===== config.mk =====
export PLATFORM = sky130hd
export DESIGN_NAME = cpu_general_register_file
export DESIGN_NICKNAME = d
export VERILOG_FILES = /design/src/core/regfile_pkg.sv /design/src/core/cpu_general_register_file.sv
export VERILOG_INCLUDE_DIRS = /design/src /design/src/core
export SDC_FILE = /design/constraint.sdc
export NUM_CORES = 1
export LEC_CHECK = 0
export BUFFER_PORTS_ARGS = -buffer_cell sky130_fd_sc_hd__buf_2
export CAP_MARGIN = 40
export CORE_MARGIN = 10
export CORE_UTILIZATION = 30
export CTS_CLUSTER_DIAMETER = 120
export DETAILED_ROUTE_END_ITERATION = 12
export SETUP_SLACK_MARGIN = 0.4
export SLEW_MARGIN = 20
export SYNTH_ARGS = -nofsm -noshare
export SYNTH_HDL_FRONTEND = slang
export SYNTH_SLANG_ARGS = --single-unit

===== constraint.sdc =====
create_clock -name aclk -period 3.3 [get_ports aclk]
set_clock_uncertainty 0.15 [all_clocks]
set_input_delay 0 -clock aclk [delete_from_list [all_inputs] [get_ports aclk]]
set_output_delay 0 -clock aclk [all_outputs]
set_load 0.005 [all_outputs]

===== src/core/regfile_params.svh =====
// Purpose: constants for the general register file and its register bus
// Assumes: 32-bit AXI4-Lite data, 6-bit byte address
// Notes: field positions name the halves and bytes of one register word
`ifndef REGFILE_PARAMS_SVH
`define REGFILE_PARAMS_SVH

`define GP_COUNT        8
`define STACK_IDX       3'h7
`define EXT_HI          31
`define EXT_LO          16
`define LOH_HI          15
`define LOH_LO          0
`define HB_HI           15
`define HB_LO           8
`define LB_HI           7
`define LB_LO           0

`define ADDR_W          6
`define OFS_GP_FIRST    6'h00
`define OFS_GP_LAST     6'h1C
`define OFS_CTRL        6'h20
`define OFS_STATUS      6'h24
`define GP_IDX_HI       4
`define GP_IDX_LO       2

`define CTRL_LOCK_BIT   0
`define CTRL_RESET      1'h0
`define STATUS_LOAD_BIT 0
`define RESP_OKAY       2'h0
`define RESP_SLVERR     2'h2

`endif


===== src/core/regfile_pkg.sv =====
// Purpose: types carried between the datapath and the register file
// Assumes: nothing beyond the constants header
// Notes: operand selects one view of one general register
package regfile_pkg;

	typedef enum logic [2:0]
	{
		sel_long,
		sel_ext_half,
		sel_lo_half,
		sel_hi_byte,
		sel_lo_byte
	} gp_sel_type;

	typedef struct packed
	{
		logic [2:0] idx;
		gp_sel_type sel;
	} operand_type;

	typedef struct packed
	{
		logic        en;
		operand_type op;
	} rd_req_type;

	typedef struct packed
	{
		logic        en;
		operand_type op;
		logic [31:0] data;
	} wr_req_type;

	typedef struct packed
	{
		logic       en;
		logic [7:0] delta;
	} stack_req_type;

endpackage : regfile_pkg


===== src/core/cpu_general_register_file.sv =====
// Purpose: eight 32-bit general registers for the CPU datapath, plus AXI4-Lite view
// Assumes: one clock, synchronous active-low reset, datapath signals synchronous
// Notes: register contents carry no reset value; software loads the stack word first
//
// Summary of operation
// - eight alike 32-bit registers, each usable for addresses or data
// - data accesses may be 32, 16 or 8 bits wide
// - each register splits into two separately addressed 16-bit halves
// - the low half splits into separately addressed high and low bytes
// - each access picks register and width on its own, no coupling
// - register 7 is also the stack word, adjusted implicitly by stack sequences
// - control registers live elsewhere; besides the general registers this file holds only the bus lock control word and a status word
// - the upper 16-bit half is the extended register, usable alone
// - reset leaves register contents untouched; software loads the stack first
`timescale 1ns/1ps
`include "regfile_params.svh"
`default_nettype none

module cpu_general_register_file
(
	// clock and reset
	input  wire logic                       aclk,
	input  wire logic                       aresetn,
	// datapath read ports
	input  wire regfile_pkg::rd_req_type    rd_a,
	input  wire regfile_pkg::rd_req_type    rd_b,
	output logic [31:0]                     rd_a_data,
	output logic [31:0]                     rd_b_data,
	output logic                            rd_valid,
	// datapath write port
	input  wire regfile_pkg::wr_req_type    wr,
	// implicit stack adjustment
	input  wire regfile_pkg::stack_req_type stack_req,
	output logic [31:0]                     stack_top_ptr,
	output logic                            stack_loaded,
	// axi4-lite write address
	input  wire logic                       s_axi_awvalid,
	output logic                            s_axi_awready,
	input  wire logic [`ADDR_W-1:0]         s_axi_awaddr,
	// axi4-lite write data
	input  wire logic                       s_axi_wvalid,
	output logic                            s_axi_wready,
	input  wire logic [31:0]                s_axi_wdata,
	input  wire logic [3:0]                 s_axi_wstrb,
	// axi4-lite write response
	output logic                            s_axi_bvalid,
	input  wire logic                       s_axi_bready,
	output logic [1:0]                      s_axi_bresp,
	// axi4-lite read address
	input  wire logic                       s_axi_arvalid,
	output logic                            s_axi_arready,
	input  wire logic [`ADDR_W-1:0]         s_axi_araddr,
	// axi4-lite read data
	output logic                            s_axi_rvalid,
	input  wire logic                       s_axi_rready,
	output logic [31:0]                     s_axi_rdata,
	output logic [1:0]                      s_axi_rresp
);

	// eight general words, no reset: contents survive reset unchanged
	logic [31:0]              regs [`GP_COUNT];

	logic                     bus_lock;
	logic                     aw_held;
	logic                     w_held;
	logic [`ADDR_W-1:0]       aw_addr;
	logic [31:0]              w_data;
	logic [3:0]               w_strb;
	logic [2:0]               bus_idx;
	logic                     bus_is_gp;
	logic                     bus_conflict;
	logic                     bus_do;
	logic                     bus_gp_write;
	logic                     stack_adj;
	logic [31:0]              stack_delta;
	logic [1:0]               next_bresp;
	logic [2:0]               rd_idx_bus;

	// replace only the bits that the selected view covers
	function automatic logic [31:0] merge_field
	(
		input logic [31:0]             old,
		input logic [31:0]             val,
		input regfile_pkg::gp_sel_type sel
	);
		logic [31:0] r;
		r = old;
		case (sel)
			regfile_pkg::sel_long:     r = val;
			regfile_pkg::sel_ext_half: r[`EXT_HI:`EXT_LO] = val[`LOH_HI:`LOH_LO];
			regfile_pkg::sel_lo_half:  r[`LOH_HI:`LOH_LO] = val[`LOH_HI:`LOH_LO];
			regfile_pkg::sel_hi_byte:  r[`HB_HI:`HB_LO] = val[`LB_HI:`LB_LO];
			regfile_pkg::sel_lo_byte:  r[`LB_HI:`LB_LO] = val[`LB_HI:`LB_LO];
			default:                   r = old;
		endcase
		return r;
	endfunction : merge_field

	// the selected view, right-aligned and zero-extended
	function automatic logic [31:0] pick_field
	(
		input logic [31:0]             word,
		input regfile_pkg::gp_sel_type sel
	);
		logic [31:0] r;
		r = 32'h0000_0000;
		case (sel)
			regfile_pkg::sel_long:     r = word;
			regfile_pkg::sel_ext_half: r[`LOH_HI:`LOH_LO] = word[`EXT_HI:`EXT_LO];
			regfile_pkg::sel_lo_half:  r[`LOH_HI:`LOH_LO] = word[`LOH_HI:`LOH_LO];
			regfile_pkg::sel_hi_byte:  r[`LB_HI:`LB_LO] = word[`HB_HI:`HB_LO];
			regfile_pkg::sel_lo_byte:  r[`LB_HI:`LB_LO] = word[`LB_HI:`LB_LO];
			default:                   r = 32'h0000_0000;
		endcase
		return r;
	endfunction : pick_field

	// byte-lane merge for bus writes
	function automatic logic [31:0] strobe_merge
	(
		input logic [31:0] old,
		input logic [31:0] val,
		input logic [3:0]  strb
	);
		logic [31:0] r;
		r = old;
		for (int i = 0; i < 4; i++)
		begin
			if (strb[i])
			begin
				r[i*8 +: 8] = val[i*8 +: 8];
			end
		end
		return r;
	endfunction : strobe_merge

	// bus write decode; a clash with the datapath on the same word waits for as long as the clash lasts
	assign bus_idx      = aw_addr[`GP_IDX_HI:`GP_IDX_LO];
	assign bus_is_gp    = (aw_addr <= `OFS_GP_LAST) && (aw_addr[1:0] == 2'h0);
	assign bus_conflict = bus_is_gp && !bus_lock &&
		((wr.en && (wr.op.idx == bus_idx)) ||
		(stack_req.en && (bus_idx == `STACK_IDX)));
	assign bus_do       = aw_held && w_held && !bus_conflict;
	assign bus_gp_write = bus_do && bus_is_gp && !bus_lock;

	// an explicit write to the stack word overrides the implicit adjustment
	assign stack_adj   = stack_req.en && !(wr.en && (wr.op.idx == `STACK_IDX));
	assign stack_delta = {{24{stack_req.delta[7]}}, stack_req.delta};

	// register array: datapath write beats stack adjust beats bus
	always_ff @(posedge aclk)
	begin
		if (bus_gp_write)
		begin
			regs[bus_idx] <= strobe_merge(regs[bus_idx], w_data, w_strb);
		end
		if (stack_adj)
		begin
			regs[`STACK_IDX] <= regs[`STACK_IDX] + stack_delta;
		end
		if (wr.en)
		begin
			regs[wr.op.idx] <= merge_field(regs[wr.op.idx], wr.data, wr.op.sel);
		end
	end
	assign stack_top_ptr = regs[`STACK_IDX];

	// datapath reads, registered, independent views
	always_ff @(posedge aclk)
	begin
		if (!aresetn)
		begin
			rd_a_data <= 32'h0000_0000;
			rd_b_data <= 32'h0000_0000;
			rd_valid  <= 1'h0;
		end
		else
		begin
			rd_valid <= rd_a.en || rd_b.en;
			if (rd_a.en)
			begin
				rd_a_data <= pick_field(regs[rd_a.op.idx], rd_a.op.sel);
			end
			if (rd_b.en)
			begin
				rd_b_data <= pick_field(regs[rd_b.op.idx], rd_b.op.sel);
			end
		end
	end

	// flags that the stack word has been loaded since reset
	always_ff @(posedge aclk)
	begin
		if (!aresetn)
		begin
			stack_loaded <= 1'h0;
		end
		else if ((wr.en && (wr.op.idx == `STACK_IDX)) ||
			(bus_gp_write && (bus_idx == `STACK_IDX)))
		begin
			stack_loaded <= 1'h1;
		end
	end

	// write address and data holding
	assign s_axi_awready = !aw_held && !s_axi_bvalid;
	assign s_axi_wready  = !w_held && !s_axi_bvalid;

	always_ff @(posedge aclk)
	begin
		if (!aresetn)
		begin
			aw_held <= 1'h0;
			w_held  <= 1'h0;
			aw_addr <= `OFS_GP_FIRST;
			w_data  <= 32'h0000_0000;
			w_strb  <= 4'h0;
		end
		else
		begin
			if (s_axi_awvalid && s_axi_awready)
			begin
				aw_held <= 1'h1;
				aw_addr <= s_axi_awaddr;
			end
			else if (bus_do)
			begin
				aw_held <= 1'h0;
			end
			if (s_axi_wvalid && s_axi_wready)
			begin
				w_held <= 1'h1;
				w_data <= s_axi_wdata;
				w_strb <= s_axi_wstrb;
			end
			else if (bus_do)
			begin
				w_held <= 1'h0;
			end
		end
	end

	// write response code
	always_comb
	begin
		next_bresp = `RESP_SLVERR;
		if (bus_is_gp)
		begin
			next_bresp = bus_lock ? `RESP_SLVERR : `RESP_OKAY;
		end
		else if ((aw_addr == `OFS_CTRL) || (aw_addr == `OFS_STATUS))
		begin
			next_bresp = `RESP_OKAY;
		end
	end

	always_ff @(posedge aclk)
	begin
		if (!aresetn)
		begin
			s_axi_bvalid <= 1'h0;
			s_axi_bresp  <= `RESP_OKAY;
		end
		else if (bus_do)
		begin
			s_axi_bvalid <= 1'h1;
			s_axi_bresp  <= next_bresp;
		end
		else if (s_axi_bready)
		begin
			s_axi_bvalid <= 1'h0;
		end
	end

	// control word: lock refuses software writes to the general words
	always_ff @(posedge aclk)
	begin
		if (!aresetn)
		begin
			bus_lock <= `CTRL_RESET;
		end
		else if (bus_do && (aw_addr == `OFS_CTRL) && w_strb[0])
		begin
			bus_lock <= w_data[`CTRL_LOCK_BIT];
		end
	end

	// read channel
	assign s_axi_arready = !s_axi_rvalid;
	assign rd_idx_bus    = s_axi_araddr[`GP_IDX_HI:`GP_IDX_LO];

	always_ff @(posedge aclk)
	begin
		if (!aresetn)
		begin
			s_axi_rvalid <= 1'h0;
			s_axi_rdata  <= 32'h0000_0000;
			s_axi_rresp  <= `RESP_OKAY;
		end
		else if (s_axi_arvalid && s_axi_arready)
		begin
			s_axi_rvalid <= 1'h1;
			s_axi_rresp  <= `RESP_OKAY;
			s_axi_rdata  <= 32'h0000_0000;
			if ((s_axi_araddr <= `OFS_GP_LAST) && (s_axi_araddr[1:0] == 2'h0))
			begin
				s_axi_rdata <= regs[rd_idx_bus];
			end
			else if (s_axi_araddr == `OFS_CTRL)
			begin
				s_axi_rdata[`CTRL_LOCK_BIT] <= bus_lock;
			end
			else if (s_axi_araddr == `OFS_STATUS)
			begin
				s_axi_rdata[`STATUS_LOAD_BIT] <= stack_loaded;
			end
			else
			begin
				s_axi_rresp <= `RESP_SLVERR;
			end
		end
		else if (s_axi_rready)
		begin
			s_axi_rvalid <= 1'h0;
		end
	end
endmodule : cpu_general_register_file

`default_nettype wire


After elaboration in Yosys (flattened, before gate mapping):

Memory sizes are Yosys's and may differ from the RTL's.
Index checks and enable logic that the tools add are counted.

* memories: 1
* output and inout port bits: 139
* word-level logic and storage cells: 141
* memory bits (writable): 256
* input bits: 117
* bits in registers: 149

* reductions and logical operators: 53
* muxes and demuxes: 43
* equality and inequality tests: 26
* order comparisons: 2
* add/sub/neg operators: 1

Memories
* regs: words 8, bits a word 32, read ports 4, clocked after memory_dff 0, wr ports 3, line cpu_general_register_file.sv:61 `` logic [31:0] regs [`GP_COUNT]; ``

Operators with widths (number)
* $mux 8: 11
* $mux 16: 3
* $pmux 8 s2: 3
* $pmux 8 s3: 2
* $add 32x32->32: 1
* $pmux 16 s2: 1
* $mux 31: 1
* $eq 6x6->1 const B: 4
* $logic_and 1x1->1: 20
* $eq 3x2->1 const B: 6
* $mux 1: 16
* $eq 3x3->1 const B: 5
* $reduce_and 2->1: 7
* $le 6x5->1 const B: 2
* $mux 2: 6
* $ne 2x2->1 const B: 5
* $eq 3x1->1 const B: 3
* $logic_not 3->1: 3
* $reduce_or 3->1: 3
* $reduce_bool 2->1: 4
* $logic_not 1->1: 7
* $ne 3x3->1 const B: 2
* $reduce_or 2->1: 3
* $logic_not 2->1: 2
* other kinds (2): 5

Longest topological paths before layout:

* depth in word-level cells: 11
* depth in mapped cells: 10
* depth with buffers taken out: 10

Worst setup path before layout:

OpenSTA, ideal clock, no wires.

* path kind: register to register
* from: memory regs[7][1]
* to: memory regs[7][21] (data pin)
* cell stages (with the launch flop): 10
* library setup time: 0.275 ns
* path buffers: 0
* slack: 0.541 ns
* arrival time: 2.334 ns
* cell sequence: edfxtp_1 ha_1 a211oi_1 o211ai_2 a211oi_2 o41ai_4 a41o_1 a21oi_1 xor2_1 a221oi_2

RTL lines (line)
* start, declared: cpu_general_register_file.sv:61

==> run summary <==
Peak supply drop - 0.341 mV
Crit. End Element - flip-flop
Yosys cell types - 69
MaxCap Viol Count - 0
Final Max Slew Viols - 0
Tmin final - 2.87 ns
Pre-Repair DR Iteration Count - 6
CTS clk-pin slew, worst paths - 0.06 ns
Worst EP required - 3.46 ns
Dpl ws - 0.151 ns
Crit path kind - reg2reg
Starting DRT DRC Count - 2294
GRT overflow - 0
Most frequent cells in the layout - 292 x nand2_1, 256 x edfxtp_1, 249 x buf_2, 207 x dlygate4sd3_1, 195 x o21ai_0
Syn Std Cell Area - 0.0247 sq mm
Max Clk Rate - 349 MHz
Die height - 307 microns
Layout cells sized above 1 - 30.5%
Syn Area/Cell - 11.2 sq um
Pwr per Cell Area - 446 mW/mm^2
Placement Rows - 105
Crit path DAT - 3.03 ns
GRT Total Usage - 19.8%
Die Wd - 307 microns
CTS tree - built
FFs w/ async S/R, synth - 0%
Outcome - complete, no violations
Ys Warns - 0
Post-synth EDFFs - 256
Commonest non-fill, non-tap cell in the layout - nand2_1
Tightest Pin Transition - 0.776 ns
IO Pins - 256
Finish-stage setup viols - 0
H-tree depth - 2
P_leak - 11.9 nW
First-pass GRT wire length - 139 mm
Initial antenna violation count - 5
Startpoint Class - flip-flop
Final worst setup slack - 0.435 ns
Post-synthesis sequential area ratio - 43.0%
Most used DFF post-synth - edfxtp_1
Post-Synthesis Cells - 2200
Via count - 20725
Final HPWL DP - 72.0 mm
Clock root buffer - clkbuf_16
Crit Path Max Fanout - 3
Clock sink count - 403
Cell area after layout - 0.0316 sq mm
Fin. Hold Viols - 0
Core Area - 0.0820 sq mm
Largest net degree at the start of global routing - 81
Area occupied by multi-input gates - 0.0133 sq mm
Port Buffers - 253
Clk_lat worst skew - 0.61 ns
Max clock buf depth - 3
Register area - 0.0106 sq mm
Final worst-path cycle share - 86.8%
DRC Markers - 0
Post-synthesis register bit count - 403
RSZ-0062 raised after global routing - true
Setup_tns - 0 ns
Total placed instance area - 0.0277 sq mm
Vias in the first global route - 19971
RePlAce Congestion - 0.902
Via density per instance - 5.48
Final ANT Viol Nets - 0
Worst min path class - in2reg
WL per Instance - 25.7 microns
Fill count - 7924
Worst slew margin - 46.8%
Final nets - 2821
P&R area growth vs syn - 27.7%
Initial cell density of the core - 30.2%
Drt total wl - 97.3 mm
Full die area - 0.0944 sq mm
CTS buffer count - 48
-- worst paths after layout --
check,slack (ns),cells past startpoint,startpoint,end
max reg2reg,0.43,11,regs[7][1],regs[7][30]
max,0.43,11,regs[7][1],regs[7][30]
min reg2reg,0.32,1,rd_b_data[6],rd_b_data[6]
min,0.05,3,wr[37],regs[7][14]
-- sequential cells by signal, indices dropped and copies added, names as in the netlist, 4 cells and up --
register / cells
rd_a_data: 32
aw_addr: 6
regs: 256
w_strb: 4
s_axi_rdata: 32
w_data: 32
rd_b_data: 32
-- power breakdown --
group | total (W) | internal [W] | switching [W]
clock network | 0.00508 | 0.00286 | 0.00222
registers | 0.00582 | 0.00557 | 0.000253
logic | 0.00322 | 0.00148 | 0.00174
total | 0.0141 | 0.00990 | 0.00421
-- through the flow --
stage	std cells	hold slack, ns	utilization [%]	power, W
floorplan	2201	-0.0122	-	0.00757
detailed placement	3461	0.114	33.8	0.00872
global placement	3458	0.102	33.8	0.00871
global route	3782	0.0584	38.6	0.0146
CTS	3762	0.00115	38.2	0.0141
finish	3782	0.0499	38.6	0.0141
-- synthesized netlist by cell type, types with 5 or more instances --
| master | instances | share of area (%) |
|---|---|---|
| o21ai_1 | 5 | 0.10 |
| dfxtp_1 | 147 | 12 |
| o31ai_1 | 8 | 0.24 |
| buf_4 | 5 | 0.15 |
| nand3_1 | 6 | 0.12 |
| a22oi_1 | 32 | 0.97 |
| buf_2 | 25 | 0.51 |
| a22o_1 | 8 | 0.28 |
| nor2b_1 | 80 | 2.0 |
| a31oi_1 | 13 | 0.33 |
| nand2b_1 | 12 | 0.30 |
| buf_6 | 5 | 0.23 |
| nand3b_1 | 5 | 0.15 |
| o21bai_1 | 11 | 0.33 |
| or2_2 | 8 | 0.20 |
| and2_1 | 38 | 0.96 |
| a21o_1 | 15 | 0.46 |
| inv_1 | 43 | 0.65 |
| nor2_1 | 69 | 1.0 |
| clkbuf_1 | 134 | 2.0 |
| o221ai_1 | 16 | 0.57 |
| o21ai_0 | 195 | 3.9 |
| ha_1 | 31 | 1.6 |
| mux2_2 | 95 | 4.3 |
| o22ai_1 | 56 | 1.4 |
| nor3b_1 | 5 | 0.15 |
| xnor2_1 | 22 | 0.78 |
| nand4_1 | 11 | 0.28 |
| o21a_1 | 19 | 0.58 |
| edfxtp_1 | 256 | 31 |
| mux4_2 | 192 | 17 |
| nand2_1 | 293 | 4.4 |
| a21oi_1 | 93 | 1.9 |
| and3_1 | 5 | 0.13 |
| o211ai_1 | 5 | 0.15 |
| buf_1 | 33 | 0.50 |
| xor2_1 | 7 | 0.25 |
| mux2i_1 | 99 | 4.0 |
| o211a_1 | 10 | 0.40 |
| nor3_1 | 8 | 0.16 |
| a21boi_0 | 39 | 1.2 |
-- metal layers --
| layer | part of all wire (%) | routed length [microns] | GRT usage, % |
|---|---|---|---|
| met5 | 0.013 | 13 | 0 |
| met4 | 2.5 | 2440 | 4.80 |
| met3 | 9.7 | 9420 | 4.22 |
| met2 | 46 | 45200 | 31.8 |
| met1 | 41 | 40200 | 26.9 |
-- area by class of cell --
type | instances | area share (%)
diodes | 2 | 0.0158
well taps | 1070 | 4.24
clock inverters | 25 | 0.590
clock buffers | 63 | 4.01
multi-input cells | 1552 | 42.1
inverters | 43 | 0.511
flip-flops and latches | 403 | 33.6
repair buffers | 624 | 14.9
-- critical path: stages, from the launching register on --
cell and delay [ns]:
edfxtp_1 0.47, buf_6 0.16, fa_2 0.37, a21oi_2 0.18, o21ai_2 0.10, nand4_1 0.17
nand2_2 0.11, a311oi_2 0.23, buf_4 0.19, o41ai_4 0.09, xnor2_1 0.22, o221ai_2 0.12
-- repair_timing --
action	CTS	global route
endpoints found under the hold margin	388	1
gates resized for setup	15	23
pin swaps	6	14
hold buffers	206	1
endpoints found under the setup margin	12	13
buffers inserted	7	14
-- logic make-up (layout without fill, tap and decap cells) --
kind of cell,count (synthesis),count (layout),share of synthesized area [%]
and+or+nand+nor,553,553,10.4
AOI/OAI and AO/OA,550,550,14.1
DFF,403,403,43.0
muxes,386,386,25.8
buffers and inverters,246,755,4.09
adders and majority gates,32,32,1.65
xor gates and xnor gates,29,29,1.03
other,1,4,0.0152
No activity file was read; power rests on OpenSTA's default activity.
